File: src/verilog/tco_regs.svh
// Purpose: register offsets, field positions and reset values of the torque cut-off block
// Assumes: APB, 32-bit data, word-aligned registers
// Notes:   definitions only
`ifndef TCO_REGS_SVH
`define TCO_REGS_SVH

`define TCO_OFF_CTRL       12'h000
`define TCO_OFF_SAFETY     12'h004
`define TCO_OFF_SOURCE     12'h008
`define TCO_OFF_ENABLES    12'h00C
`define TCO_OFF_STAGE      12'h010
`define TCO_OFF_FAULTS     12'h014
`define TCO_OFF_ALARMS     12'h018

`define TCO_CTRL_ON        0
`define TCO_CTRL_RAMPSTOP  1
`define TCO_CTRL_BUSREQ    2
`define TCO_CTRL_BRAKE     3

`define TCO_SAF_SELECTED   0
`define TCO_SAF_ACTIVE     1
`define TCO_SRC_BUS        20
`define TCO_SRC_TERM       17
`define TCO_ENA_INHIBIT    0

`define TCO_STAGE_READY    8'h00
`define TCO_CTRL_RESET     4'h0
`define TCO_ADDR_W         12

`endif

File: src/verilog/tco_pkg.sv
// Purpose: types of the torque cut-off block
// Assumes: included register header for widths
// Notes:   no constants beyond types
`include "tco_regs.svh"
`default_nettype none
package tco_pkg;
  typedef enum logic [1:0] {
    TCO_IDLE,
    TCO_RUN,
    TCO_CUTOFF,
    TCO_INHIBIT
  } tco_mode_t;

  typedef struct packed {
    logic                     psel;
    logic                     penable;
    logic                     pwrite;
    logic [`TCO_ADDR_W-1:0]   paddr;
    logic [31:0]              pwdata;
  } tco_apb_req_t;

  typedef struct packed {
    tco_mode_t   mode;
    logic [3:0]  ctrl;
    logic        on_prev;
    logic        rampstop_seen;
    logic [2:0]  term_sync;
    logic        term_req;
    logic        selected;
    logic        active;
    logic        bus_src;
    logic        term_src;
    logic        gate_en;
    logic        brake_hold;
    logic [31:0] prdata;
    logic        pready;
    logic        pslverr;
  } tco_state_t;
endpackage
`default_nettype wire

File: src/verilog/tco_torque_cutoff.sv
// Purpose: torque cut-off control and status logic with APB register access
// Assumes: pclk 20 MHz, presetn async active low, terminal request is asynchronous
// Notes:   one-cycle APB answer; fault and alarm buffers carry no safety entries
//
// Chosen here: the APB interface to the registers and the register addresses.
`include "tco_regs.svh"
`timescale 1ns/1ps
`default_nettype none
module tco_torque_cutoff (
  input  wire logic                   pclk,
  input  wire logic                   presetn,
  input  wire logic                   psel,
  input  wire logic                   penable,
  input  wire logic                   pwrite,
  input  wire logic [`TCO_ADDR_W-1:0] paddr,
  input  wire logic [31:0]            pwdata,
  output var  logic [31:0]            prdata,
  output var  logic                   pready,
  output var  logic                   pslverr,
  input  wire logic                   term_cutoff_req,
  output var  logic                   gate_enable,
  output var  logic                   brake_apply,
  output var  logic                   cutoff_active
);

  tco_pkg::tco_state_t   st;
  tco_pkg::tco_state_t   next_st;
  tco_pkg::tco_apb_req_t req;

  assign req = '{psel: psel, penable: penable, pwrite: pwrite, paddr: paddr, pwdata: pwdata};

  ////////////////////////////////////////////////////////////////////////////
  logic        bus_req;
  logic        any_req;
  logic        access;
  logic        wr_ctrl;
  logic [31:0] rd_val;
  logic        rd_ok;
  logic [3:0]  ctrl_new;

  always_comb begin
    access  = req.psel && req.penable && !st.pready;
    wr_ctrl = access && req.pwrite && (req.paddr == `TCO_OFF_CTRL);
    ctrl_new = wr_ctrl ? req.pwdata[3:0] : st.ctrl;
    bus_req = st.ctrl[`TCO_CTRL_BUSREQ];
    any_req = bus_req || st.term_req;
    rd_ok   = 1'b1;
    rd_val  = 32'h0000_0000;
    unique case (req.paddr)
      `TCO_OFF_CTRL: begin
        rd_val[3:0] = st.ctrl;
      end
      `TCO_OFF_SAFETY: begin
        rd_val[`TCO_SAF_SELECTED] = st.selected;
        rd_val[`TCO_SAF_ACTIVE]   = st.active;
      end
      `TCO_OFF_SOURCE: begin
        rd_val[`TCO_SRC_BUS]  = st.bus_src;
        rd_val[`TCO_SRC_TERM] = st.term_src;
      end
      `TCO_OFF_ENABLES: begin
        rd_val[`TCO_ENA_INHIBIT] = (st.mode == tco_pkg::TCO_INHIBIT);
      end
      `TCO_OFF_STAGE: begin
        rd_val[7:0] = `TCO_STAGE_READY;
      end
      `TCO_OFF_FAULTS, `TCO_OFF_ALARMS: begin
        rd_val = 32'h0000_0000;
      end
      default: begin
        rd_ok = 1'b0;
      end
    endcase
  end

  ////////////////////////////////////////////////////////////////////////////
  always_comb begin
    next_st           = st;
    next_st.pready    = access;
    next_st.pslverr   = access && !rd_ok;
    next_st.prdata    = (access && !req.pwrite && rd_ok) ? rd_val : 32'h0000_0000;
    next_st.ctrl      = ctrl_new;
    next_st.on_prev   = st.ctrl[`TCO_CTRL_ON];
    next_st.term_sync = {st.term_sync[1:0], term_cutoff_req};
    if (st.term_sync[2] == st.term_sync[1]) begin
      next_st.term_req = st.term_sync[2];
    end
    next_st.selected = any_req;
    next_st.bus_src  = bus_req;
    next_st.term_src = st.term_req;
    unique case (st.mode)
      tco_pkg::TCO_IDLE: begin
        if (any_req) begin
          next_st.mode = tco_pkg::TCO_CUTOFF;
        end else if (st.ctrl[`TCO_CTRL_ON] && !st.on_prev) begin
          next_st.mode = tco_pkg::TCO_RUN;
        end
      end
      tco_pkg::TCO_RUN: begin
        if (any_req) begin
          next_st.mode = tco_pkg::TCO_CUTOFF;
        end else if (st.ctrl[`TCO_CTRL_RAMPSTOP] || !st.ctrl[`TCO_CTRL_ON]) begin
          next_st.mode = tco_pkg::TCO_IDLE;
        end
      end
      tco_pkg::TCO_CUTOFF: begin
        if (!any_req) begin
          next_st.mode          = tco_pkg::TCO_INHIBIT;
          next_st.rampstop_seen = 1'b0;
        end
      end
      tco_pkg::TCO_INHIBIT: begin
        if (any_req) begin
          next_st.mode = tco_pkg::TCO_CUTOFF;
        end else if (st.ctrl[`TCO_CTRL_RAMPSTOP]) begin
          next_st.rampstop_seen = 1'b1;
        end else if (st.rampstop_seen && st.ctrl[`TCO_CTRL_ON] && !st.on_prev) begin
          next_st.mode = tco_pkg::TCO_RUN;
        end
      end
    endcase
    next_st.active     = (st.mode == tco_pkg::TCO_CUTOFF) && any_req;
    next_st.gate_en    = (next_st.mode == tco_pkg::TCO_RUN);
    next_st.brake_hold = next_st.ctrl[`TCO_CTRL_BRAKE] && (next_st.mode != tco_pkg::TCO_RUN);
  end

  always_ff @(posedge pclk or negedge presetn) begin
    if (!presetn) begin
      st      <= '0;
      st.mode <= tco_pkg::TCO_IDLE;
      st.ctrl <= `TCO_CTRL_RESET;
    end else begin
      st <= next_st;
    end
  end

  assign prdata        = st.prdata;
  assign pready        = st.pready;
  assign pslverr       = st.pslverr;
  assign gate_enable   = st.gate_en;
  assign brake_apply   = st.brake_hold;
  assign cutoff_active = st.active;

  ////////////////////////////////////////////////////////////////////////////
  chk_active_needs_req: assert property (@(posedge pclk) disable iff (!presetn)
    st.active |-> st.selected)
    else $error("active flag without selection");

  chk_bus_source_bit: assert property (@(posedge pclk) disable iff (!presetn)
    $rose(st.ctrl[`TCO_CTRL_BUSREQ]) |=> st.bus_src)
    else $error("fieldbus source bit not set");

  chk_term_source_bit: assert property (@(posedge pclk) disable iff (!presetn)
    $rose(st.term_req) |=> st.term_src && st.selected)
    else $error("terminal source bit not set");

  chk_select_follows: assert property (@(posedge pclk) disable iff (!presetn)
    any_req |=> st.selected)
    else $error("selected flag missing");

  chk_active_rise: assert property (@(posedge pclk) disable iff (!presetn)
    (st.mode == tco_pkg::TCO_RUN && any_req) ##1 any_req |=> st.active)
    else $error("active flag late");

  chk_no_torque: assert property (@(posedge pclk) disable iff (!presetn)
    st.active |-> !gate_enable)
    else $error("gate drive on during cut-off");

  chk_brake_holds: assert property (@(posedge pclk) disable iff (!presetn)
    (st.active && st.ctrl[`TCO_CTRL_BRAKE]) |-> brake_apply)
    else $error("brake not applied");

  chk_withdraw_clear: assert property (@(posedge pclk) disable iff (!presetn)
    (st.active && !any_req) |=> !st.selected && !st.active)
    else $error("flags not cleared on withdrawal");

  chk_inhibit_enter: assert property (@(posedge pclk) disable iff (!presetn)
    (st.mode == tco_pkg::TCO_CUTOFF && !any_req) |=> st.mode == tco_pkg::TCO_INHIBIT)
    else $error("inhibit not entered");

  chk_restart_order: assert property (@(posedge pclk) disable iff (!presetn)
    (st.mode == tco_pkg::TCO_INHIBIT && !st.rampstop_seen) |=> st.mode != tco_pkg::TCO_RUN)
    else $error("restart without ramp-stop");

  chk_stage_read: assert property (@(posedge pclk) disable iff (!presetn)
    (access && !req.pwrite && req.paddr == `TCO_OFF_STAGE) |=> pready && prdata[7:0] == `TCO_STAGE_READY)
    else $error("stage selector not ready");

  chk_inactive_outside: assert property (@(posedge pclk) disable iff (!presetn)
    st.mode != tco_pkg::TCO_CUTOFF |-> !cutoff_active)
    else $error("active flag outside cut-off");

  chk_run_takes_req: assert property (@(posedge pclk) disable iff (!presetn)
    (st.mode == tco_pkg::TCO_RUN && any_req) |=> st.mode == tco_pkg::TCO_CUTOFF && !gate_enable)
    else $error("request ignored while running");

  chk_bus_source_clear: assert property (@(posedge pclk) disable iff (!presetn)
    $fell(st.ctrl[`TCO_CTRL_BUSREQ]) |=> !st.bus_src)
    else $error("fieldbus source bit stuck");

  chk_term_sync_agree: assert property (@(posedge pclk) disable iff (!presetn)
    st.term_req != $past(st.term_req) |-> $past(st.term_sync[2] == st.term_sync[1]))
    else $error("terminal request taken before stages agree");

  chk_term_source_clear: assert property (@(posedge pclk) disable iff (!presetn)
    $fell(st.term_req) |=> !st.term_src)
    else $error("terminal source bit stuck");

  chk_gate_only_run: assert property (@(posedge pclk) disable iff (!presetn)
    gate_enable |-> st.mode == tco_pkg::TCO_RUN)
    else $error("gate drive on outside run");

  chk_idle_no_torque: assert property (@(posedge pclk) disable iff (!presetn)
    st.mode == tco_pkg::TCO_IDLE |-> !gate_enable)
    else $error("gate drive on while idle");

  chk_brake_match: assert property (@(posedge pclk) disable iff (!presetn)
    brake_apply == (st.ctrl[`TCO_CTRL_BRAKE] && st.mode != tco_pkg::TCO_RUN))
    else $error("brake output wrong");

  chk_buffers_empty: assert property (@(posedge pclk) disable iff (!presetn)
    (access && !req.pwrite && (req.paddr == `TCO_OFF_FAULTS || req.paddr == `TCO_OFF_ALARMS))
      |=> pready && !pslverr && prdata == 32'h0000_0000)
    else $error("fault or alarm buffer not empty");

  chk_selected_clear: assert property (@(posedge pclk) disable iff (!presetn)
    !any_req |=> !st.selected && !cutoff_active)
    else $error("flags set without request");

  chk_inhibit_flag: assert property (@(posedge pclk) disable iff (!presetn)
    (access && !req.pwrite && req.paddr == `TCO_OFF_ENABLES)
      |=> prdata[`TCO_ENA_INHIBIT] == $past(st.mode == tco_pkg::TCO_INHIBIT))
    else $error("inhibit flag wrong");

  chk_inhibit_no_torque: assert property (@(posedge pclk) disable iff (!presetn)
    st.mode == tco_pkg::TCO_INHIBIT |-> !gate_enable && !cutoff_active)
    else $error("torque or active flag during inhibit");

  chk_inhibit_stays: assert property (@(posedge pclk) disable iff (!presetn)
    (st.mode == tco_pkg::TCO_INHIBIT && !any_req) |=> st.mode inside {tco_pkg::TCO_INHIBIT, tco_pkg::TCO_RUN})
    else $error("inhibit left without restart");

  chk_restart_needs_on: assert property (@(posedge pclk) disable iff (!presetn)
    (st.mode != tco_pkg::TCO_RUN) ##1 (st.mode == tco_pkg::TCO_RUN)
      |-> $past(st.ctrl[`TCO_CTRL_ON]) && !$past(st.on_prev))
    else $error("run entered without fresh on");

  chk_either_source: assert property (@(posedge pclk) disable iff (!presetn)
    st.selected |-> st.bus_src || st.term_src)
    else $error("selection without source");

  ////////////////////////////////////////////////////////////////////////////
  // apb answer checks
  chk_ready_one_cycle: assert property (@(posedge pclk) disable iff (!presetn)
    pready |=> !pready)
    else $error("ready longer than one cycle");

  chk_error_with_ready: assert property (@(posedge pclk) disable iff (!presetn)
    pslverr |-> pready)
    else $error("error without ready");

  chk_rdata_idle: assert property (@(posedge pclk) disable iff (!presetn)
    !pready |-> prdata == 32'h0000_0000)
    else $error("read data outside answer");

  chk_ctrl_write_lands: assert property (@(posedge pclk) disable iff (!presetn)
    wr_ctrl |=> st.ctrl == $past(req.pwdata[3:0]))
    else $error("control write lost");

  chk_unmapped_error: assert property (@(posedge pclk) disable iff (!presetn)
    (access && !rd_ok) |=> pready && pslverr && prdata == 32'h0000_0000)
    else $error("unmapped access not refused");

  chk_mapped_no_error: assert property (@(posedge pclk) disable iff (!presetn)
    (access && rd_ok) |=> pready && !pslverr)
    else $error("mapped access refused");

  // main scenario covers

  cov_bus_cutoff: cover property (@(posedge pclk) disable iff (!presetn)
    st.mode == tco_pkg::TCO_RUN ##1 st.bus_src ##[1:20] st.active);
  cov_term_cutoff: cover property (@(posedge pclk) disable iff (!presetn)
    st.mode == tco_pkg::TCO_RUN ##1 st.term_src ##[1:20] st.active);
  cov_restart: cover property (@(posedge pclk) disable iff (!presetn)
    st.mode == tco_pkg::TCO_INHIBIT ##[1:50] st.mode == tco_pkg::TCO_RUN);

  cov_withdraw: cover property (@(posedge pclk) disable iff (!presetn)
    st.mode == tco_pkg::TCO_CUTOFF ##1 st.mode == tco_pkg::TCO_INHIBIT);

  cov_brake_hold: cover property (@(posedge pclk) disable iff (!presetn)
    cutoff_active && brake_apply);

endmodule
`default_nettype wire

File: config.mk
export PLATFORM = sky130hd
export DESIGN_NAME = tco_torque_cutoff
export DESIGN_NICKNAME = d
export VERILOG_FILES = /design/src/verilog/tco_pkg.sv /design/src/verilog/tco_torque_cutoff.sv
export VERILOG_INCLUDE_DIRS = /design/src /design/src/verilog
export SDC_FILE = /design/constraint.sdc
export NUM_CORES = 1
export LEC_CHECK = 0
export BUFFER_PORTS_ARGS = -buffer_cell sky130_fd_sc_hd__buf_2
export CAP_MARGIN = 20
export CORE_AREA = 2 2 61 63
export DETAILED_ROUTE_END_ITERATION = 8
export DIE_AREA = 0 0 63 65
export PLACE_DENSITY = 0.84
export RECOVER_POWER = 25
export SYNTH_ARGS = -nofsm -noshare
export SYNTH_HDL_FRONTEND = slang
export SYNTH_SLANG_ARGS = --single-unit
File: constraint.sdc
create_clock -name pclk -period 1.45 [get_ports pclk]
set_clock_uncertainty 0.2 [all_clocks]
set_input_delay 0.0725 -clock pclk [delete_from_list [all_inputs] [get_ports pclk]]
set_output_delay 0.0725 -clock pclk [all_outputs]
set_load 0.1 [all_outputs]
# After elaboration in Yosys (flattened, before gate mapping)
# Cells that the tools add are included.
# word_totals
ff_bits,41
latch_bits,0
mem_bits_rw,0
rom_bits,0
input_bits,50
out_inout_bits,37
elab_cells,76
memories,0
# classes
n_addsub,0
multipliers,0
n_div,0
n_lt_le_gt_ge,0
n_eq_ne,15
shifts,0
mux,21
bitwise,0
reduce_logical,24
# op_table
operator,n
"12-bit by 5-bit equality test with 1-bit output, second input constant",3
"12-bit by 4-bit equality test with 1-bit output, second input constant",2
21-bit two-way mux,1
2-bit two-way mux,9
"12-bit by 3-bit equality test with 1-bit output, second input constant",1
1-bit logical AND,12
12-bit logical NOT,1
2-bit case mux with 4 select lines,1
7-bit OR reduction,1
1-bit two-way mux,6
"2-bit inequality test, second input constant",3
1-bit logical NOT,5
"2-bit by 1-bit equality test with 1-bit output, second input constant",2
"2-bit equality test, second input constant",2
4-bit two-way mux,1
1-bit case mux with 2 select lines,2
4-bit AND reduction,1
1-bit case mux with 3 select lines,1
2-bit logical NOT,1
1-bit logical OR,2
"2-bit by 1-bit inequality test with 1-bit output, second input constant",1
2-bit nonzero test,1
1-bit equality test,1

# Logic depth before layout (Yosys ltp)
# logic_depth
depth_word,8
ltp_mapped,5

# Worst setup path after synthesis
# OpenSTA, ideal clock, no wires.
# synth_timing
path_type,reg2reg
start,register st (netlist bit pready)
end,register st (netlist bit bus_req)
t_arrival_ns,1.813
required_time_ns,1.125
setup_slack_ns,-0.687
path_stages_with_launch,6
n_path_buf,0
period_less_slack_ns,2.137
path_cell_list,dfrtp_1 -> nand3b_1 -> inv_1 -> nand3_1 -> nor2_1 -> mux2_2
# synth_via
elab_chain_cells,4
# synth_lines
item,line,source
"start, declared",tco_torque_cutoff.sv:26,tco_pkg::tco_state_t st;
"start signal, assigned",tco_torque_cutoff.sv:133,st <= next_st;
1-bit logical NOT,tco_torque_cutoff.sv:42,access = req.psel && req.penable && !st.pready;
1-bit logical AND,tco_torque_cutoff.sv:42,
named net access,tco_torque_cutoff.sv:35,logic access;
1-bit logical AND (2 in series),tco_torque_cutoff.sv:43,wr_ctrl = access && req.pwrite && (req.paddr == `TCO_OFF_CTRL);
# The timed path passes the listed nets, and every way through them passes these cells.
# A chain may end at the register's enable or synchronous reset.

# Final worst setup path
# layout_timing
start,register st (netlist bit pready)
end,register st[49] (netlist name)
# layout_via
elab_chain_cells,5
# layout_lines
item,line,source
1-bit logical NOT,tco_torque_cutoff.sv:42,
1-bit logical AND,tco_torque_cutoff.sv:42,
named net access,tco_torque_cutoff.sv:35,
1-bit logical AND (2 in series),tco_torque_cutoff.sv:43,
4-bit two-way mux,tco_torque_cutoff.sv:44,ctrl_new = wr_ctrl ? req.pwdata[3:0] : st.ctrl;
named net ctrl_new[3],tco_torque_cutoff.sv:39,logic [3:0] ctrl_new;
# The timed path passes the listed nets, and every way through them passes these cells.

==> out/metrics.yaml <==
status: "finished with violations"
violations: "hold timing, setup timing"
die_area_sq_mm: 0.00410
post-place-ws_ps: -256
holdBufCountCts: 12
rows: 22
yosysMostFrequentCell: "buf_4"
path_max_fanout: 4
critPathTopFamily: "flip-flops"
drv_slew: 0
fin_hold_ws_ps: -113
routed_wl_um: 2360
synthToLayoutAreaGrowth_pct: 32.8
htreeDepth: 1
die_width_um: 63
worstMarginPinSlew_ps: 615
power.internal_mw: 0.977
drive_gt1_share_pct: 38.8
layout_min_cycle_time_ps: 1720
path_class: "register to register"
grt_max_degree: 27
end_kind: "register"
async_flop_share_pct: 100
setup_violations: 11
gp_congestion: 0.704
path_cells: "nand3b_1 -> inv_2 -> nand3_4 -> nor2_4 -> mux2_4"
vias_per_cell: 4.28
switchingPower_mw: 0.611
rsz0062_at_grt: "yes"
port_buffers: 32
yosysWarningCount: 0
grt_pass1_wl_um: 3840
grt_overflow_total: 0
dp_cells: 189
finalNetCount: 211
relSlewSlack_pct: 59.0
n_antenna_cell: 0
antenna_found_initial: 0
cp.arrival_ps: 1740
seq_power_share_pct: 47.7
crit_buf_inv: 1
synth-edff-count: 0
max_cap_viol_count: 0
grt.total_usage_pct: 11.9
final.setup.worst_slack_ps: -271
p_leak_nw: 0.827
dr.pass1.iters: 4
drcViolationCount: 0
post_synth.cell_area_avg_sq_um: 11.4
comb_power_share_pct: 30.1
insertion_delay_ps: 310
slowest_delay_ps: 490
synth-main-ff-cell: "dfrtp_1"
die_h_um: 65
p_total_mw: 1.59
grt_pass1_vias: 869
synth_top_area_cell: "dfrtp_1"
final_antenna_net_count: 0
place_hpwl_um: 1510
netlist_instances: 106
switching_share_pct: 38.5
yosysUniqueCellTypes: 25
vias: 891
seq_area_frac_synth_pct: 53.9
crit_slowest_cell: "dfrtp_4"
synth_area_sq_mm: 0.00121
yosys-top-cells-area: "dfrtp_1, buf_4, mux2_2"
report.final.hold_viol_count: 1
root_buffer: "clkbuf_4"
start_util_pct: 34.5
path_clk_slew_ps: 130
synth_commonest_cells: "buf_4, dfrtp_1, nor2_1"
wl_per_cell_um: 11.4
numCtsBuffers: 3
clkPwrFrac_pct: 22.2
pin_count: 87
hold_class: "input pin to register"
clk_path_buf_depth: 2
finalCritPeriodShare_pct: 119
first_iter_violations: 13
fin_cells: 208
powerDensity_mw_per_mm2: 992
required_ps: 1470
ir_worst_vdd_mv: 0.553
yosysTopAreaCellShare_pct: 53.9
critPathLaunchType: "register"
tritoncts: "built"
cts.sinks: 26
timing.fmax_ghz: 0.581
core_area_sq_mm: 0.00350
synth-seq-cells: 26
==> metal layers <==
layer | part of all wire, % | track usage (%)
met1 | 40 | 13.3
met2 | 52 | 21.3
met3 | 6.6 | 3.82
met4 | 0.80 | 3.89
met5 | 0 | 0
==> stage by stage <==
stage | setup TNS [ps] | hold WS (ps) | util (%) | instance area, sq um
after global placement | -1720 | -112 | 39.2 | 1370
after CTS | -1920 | -133 | 45.4 | 1590
final | -1920 | -113 | 45.8 | 1600
after detailed placement | -1700 | -109 | 39.2 | 1370
after floorplan | -3570 | -423 | - | 1320
after global routing | -2570 | -138 | 45.8 | 1600
==> path summary, 6_finish.rpt <==
path                                     to  slack (ps)  depth (start not counted)        start
worst max register to register       st[49]        -270                          5       pready
worst min-delay path                pslverr        -110                          3      penable
worst min register to register  next_st[43]         160                          0  next_st[42]
min in group asynchronous       next_st[42]          80                          2      presetn
worst max-delay path                 st[49]        -270                          5       pready
max in group asynchronous            pready         520                          2      presetn
==> flip-flops by register name, indices dropped and copies added, names as in the netlist <==
name,cells
prdata,6
st,10
gate_enable,1
brake_apply,1
next_st,4
pready,1
cutoff_active,1
bus_req,1
pslverr,1
==> power groups by stage <==
stage | sequential [mW] | clock [mW] | combinational (mW)
final | 0.758 | 0.353 | 0.477
after global routing | 0.762 | 0.407 | 0.495
after CTS | 0.758 | 0.362 | 0.472
after detailed placement | 0.772 | 0 | 0.439
after global placement | 0.771 | 0 | 0.437
after floorplan | 0.814 | 0 | 0.375
==> cells by family after synthesis <==
family	after synthesis	synth area share (%)
other cells	1	0.311
fa+ha+maj	1	0.830
flops	26	53.9
mux	6	5.39
buf+inv	36	21.2
compound gates	8	4.15
simple gates	28	14.2
==> cell usage in the layout (no fill, tap or decap), types with 2 or more instances in the layout <==
master / instances
clkbuf_4: 3
nor4_2: 2
nand2_1: 2
clkbuf_1: 2
nor3_1: 2
nand3_1: 2
dfrtp_1: 25
mux2_4: 4
nor2_1: 5
buf_4: 11
a31oi_1: 4
dlygate4sd3_1: 12
and3_1: 3
buf_2: 31
mux2i_1: 2
and4b_1: 2
conb_1: 26
inv_1: 3
==> repair_timing <==
item                                    4_1_cts  5_1_grt
endpoints found under the setup margin       12       13
pin swaps                                     4        1
setup buffers                                 3        0
resized for setup                             8        4
hold endpoints to repair                     37        1
==> worst reg2reg max path, stage by stage, from the launching register on <==
cell,delay (ps)
dfrtp_4,490
nand3b_1,220
inv_2,120
nand3_4,80
nor2_4,190
mux2_4,320
==> cell type report <==
cell class	count	area, sq um
fill	338	1890
sequential	26	654
multi-input combinational	69	465
timing repair buffer	57	370
tap	48	60.1
clock buffer	4	36.3
inverter	4	15.0
No activity file was read; power rests on OpenSTA's default activity.
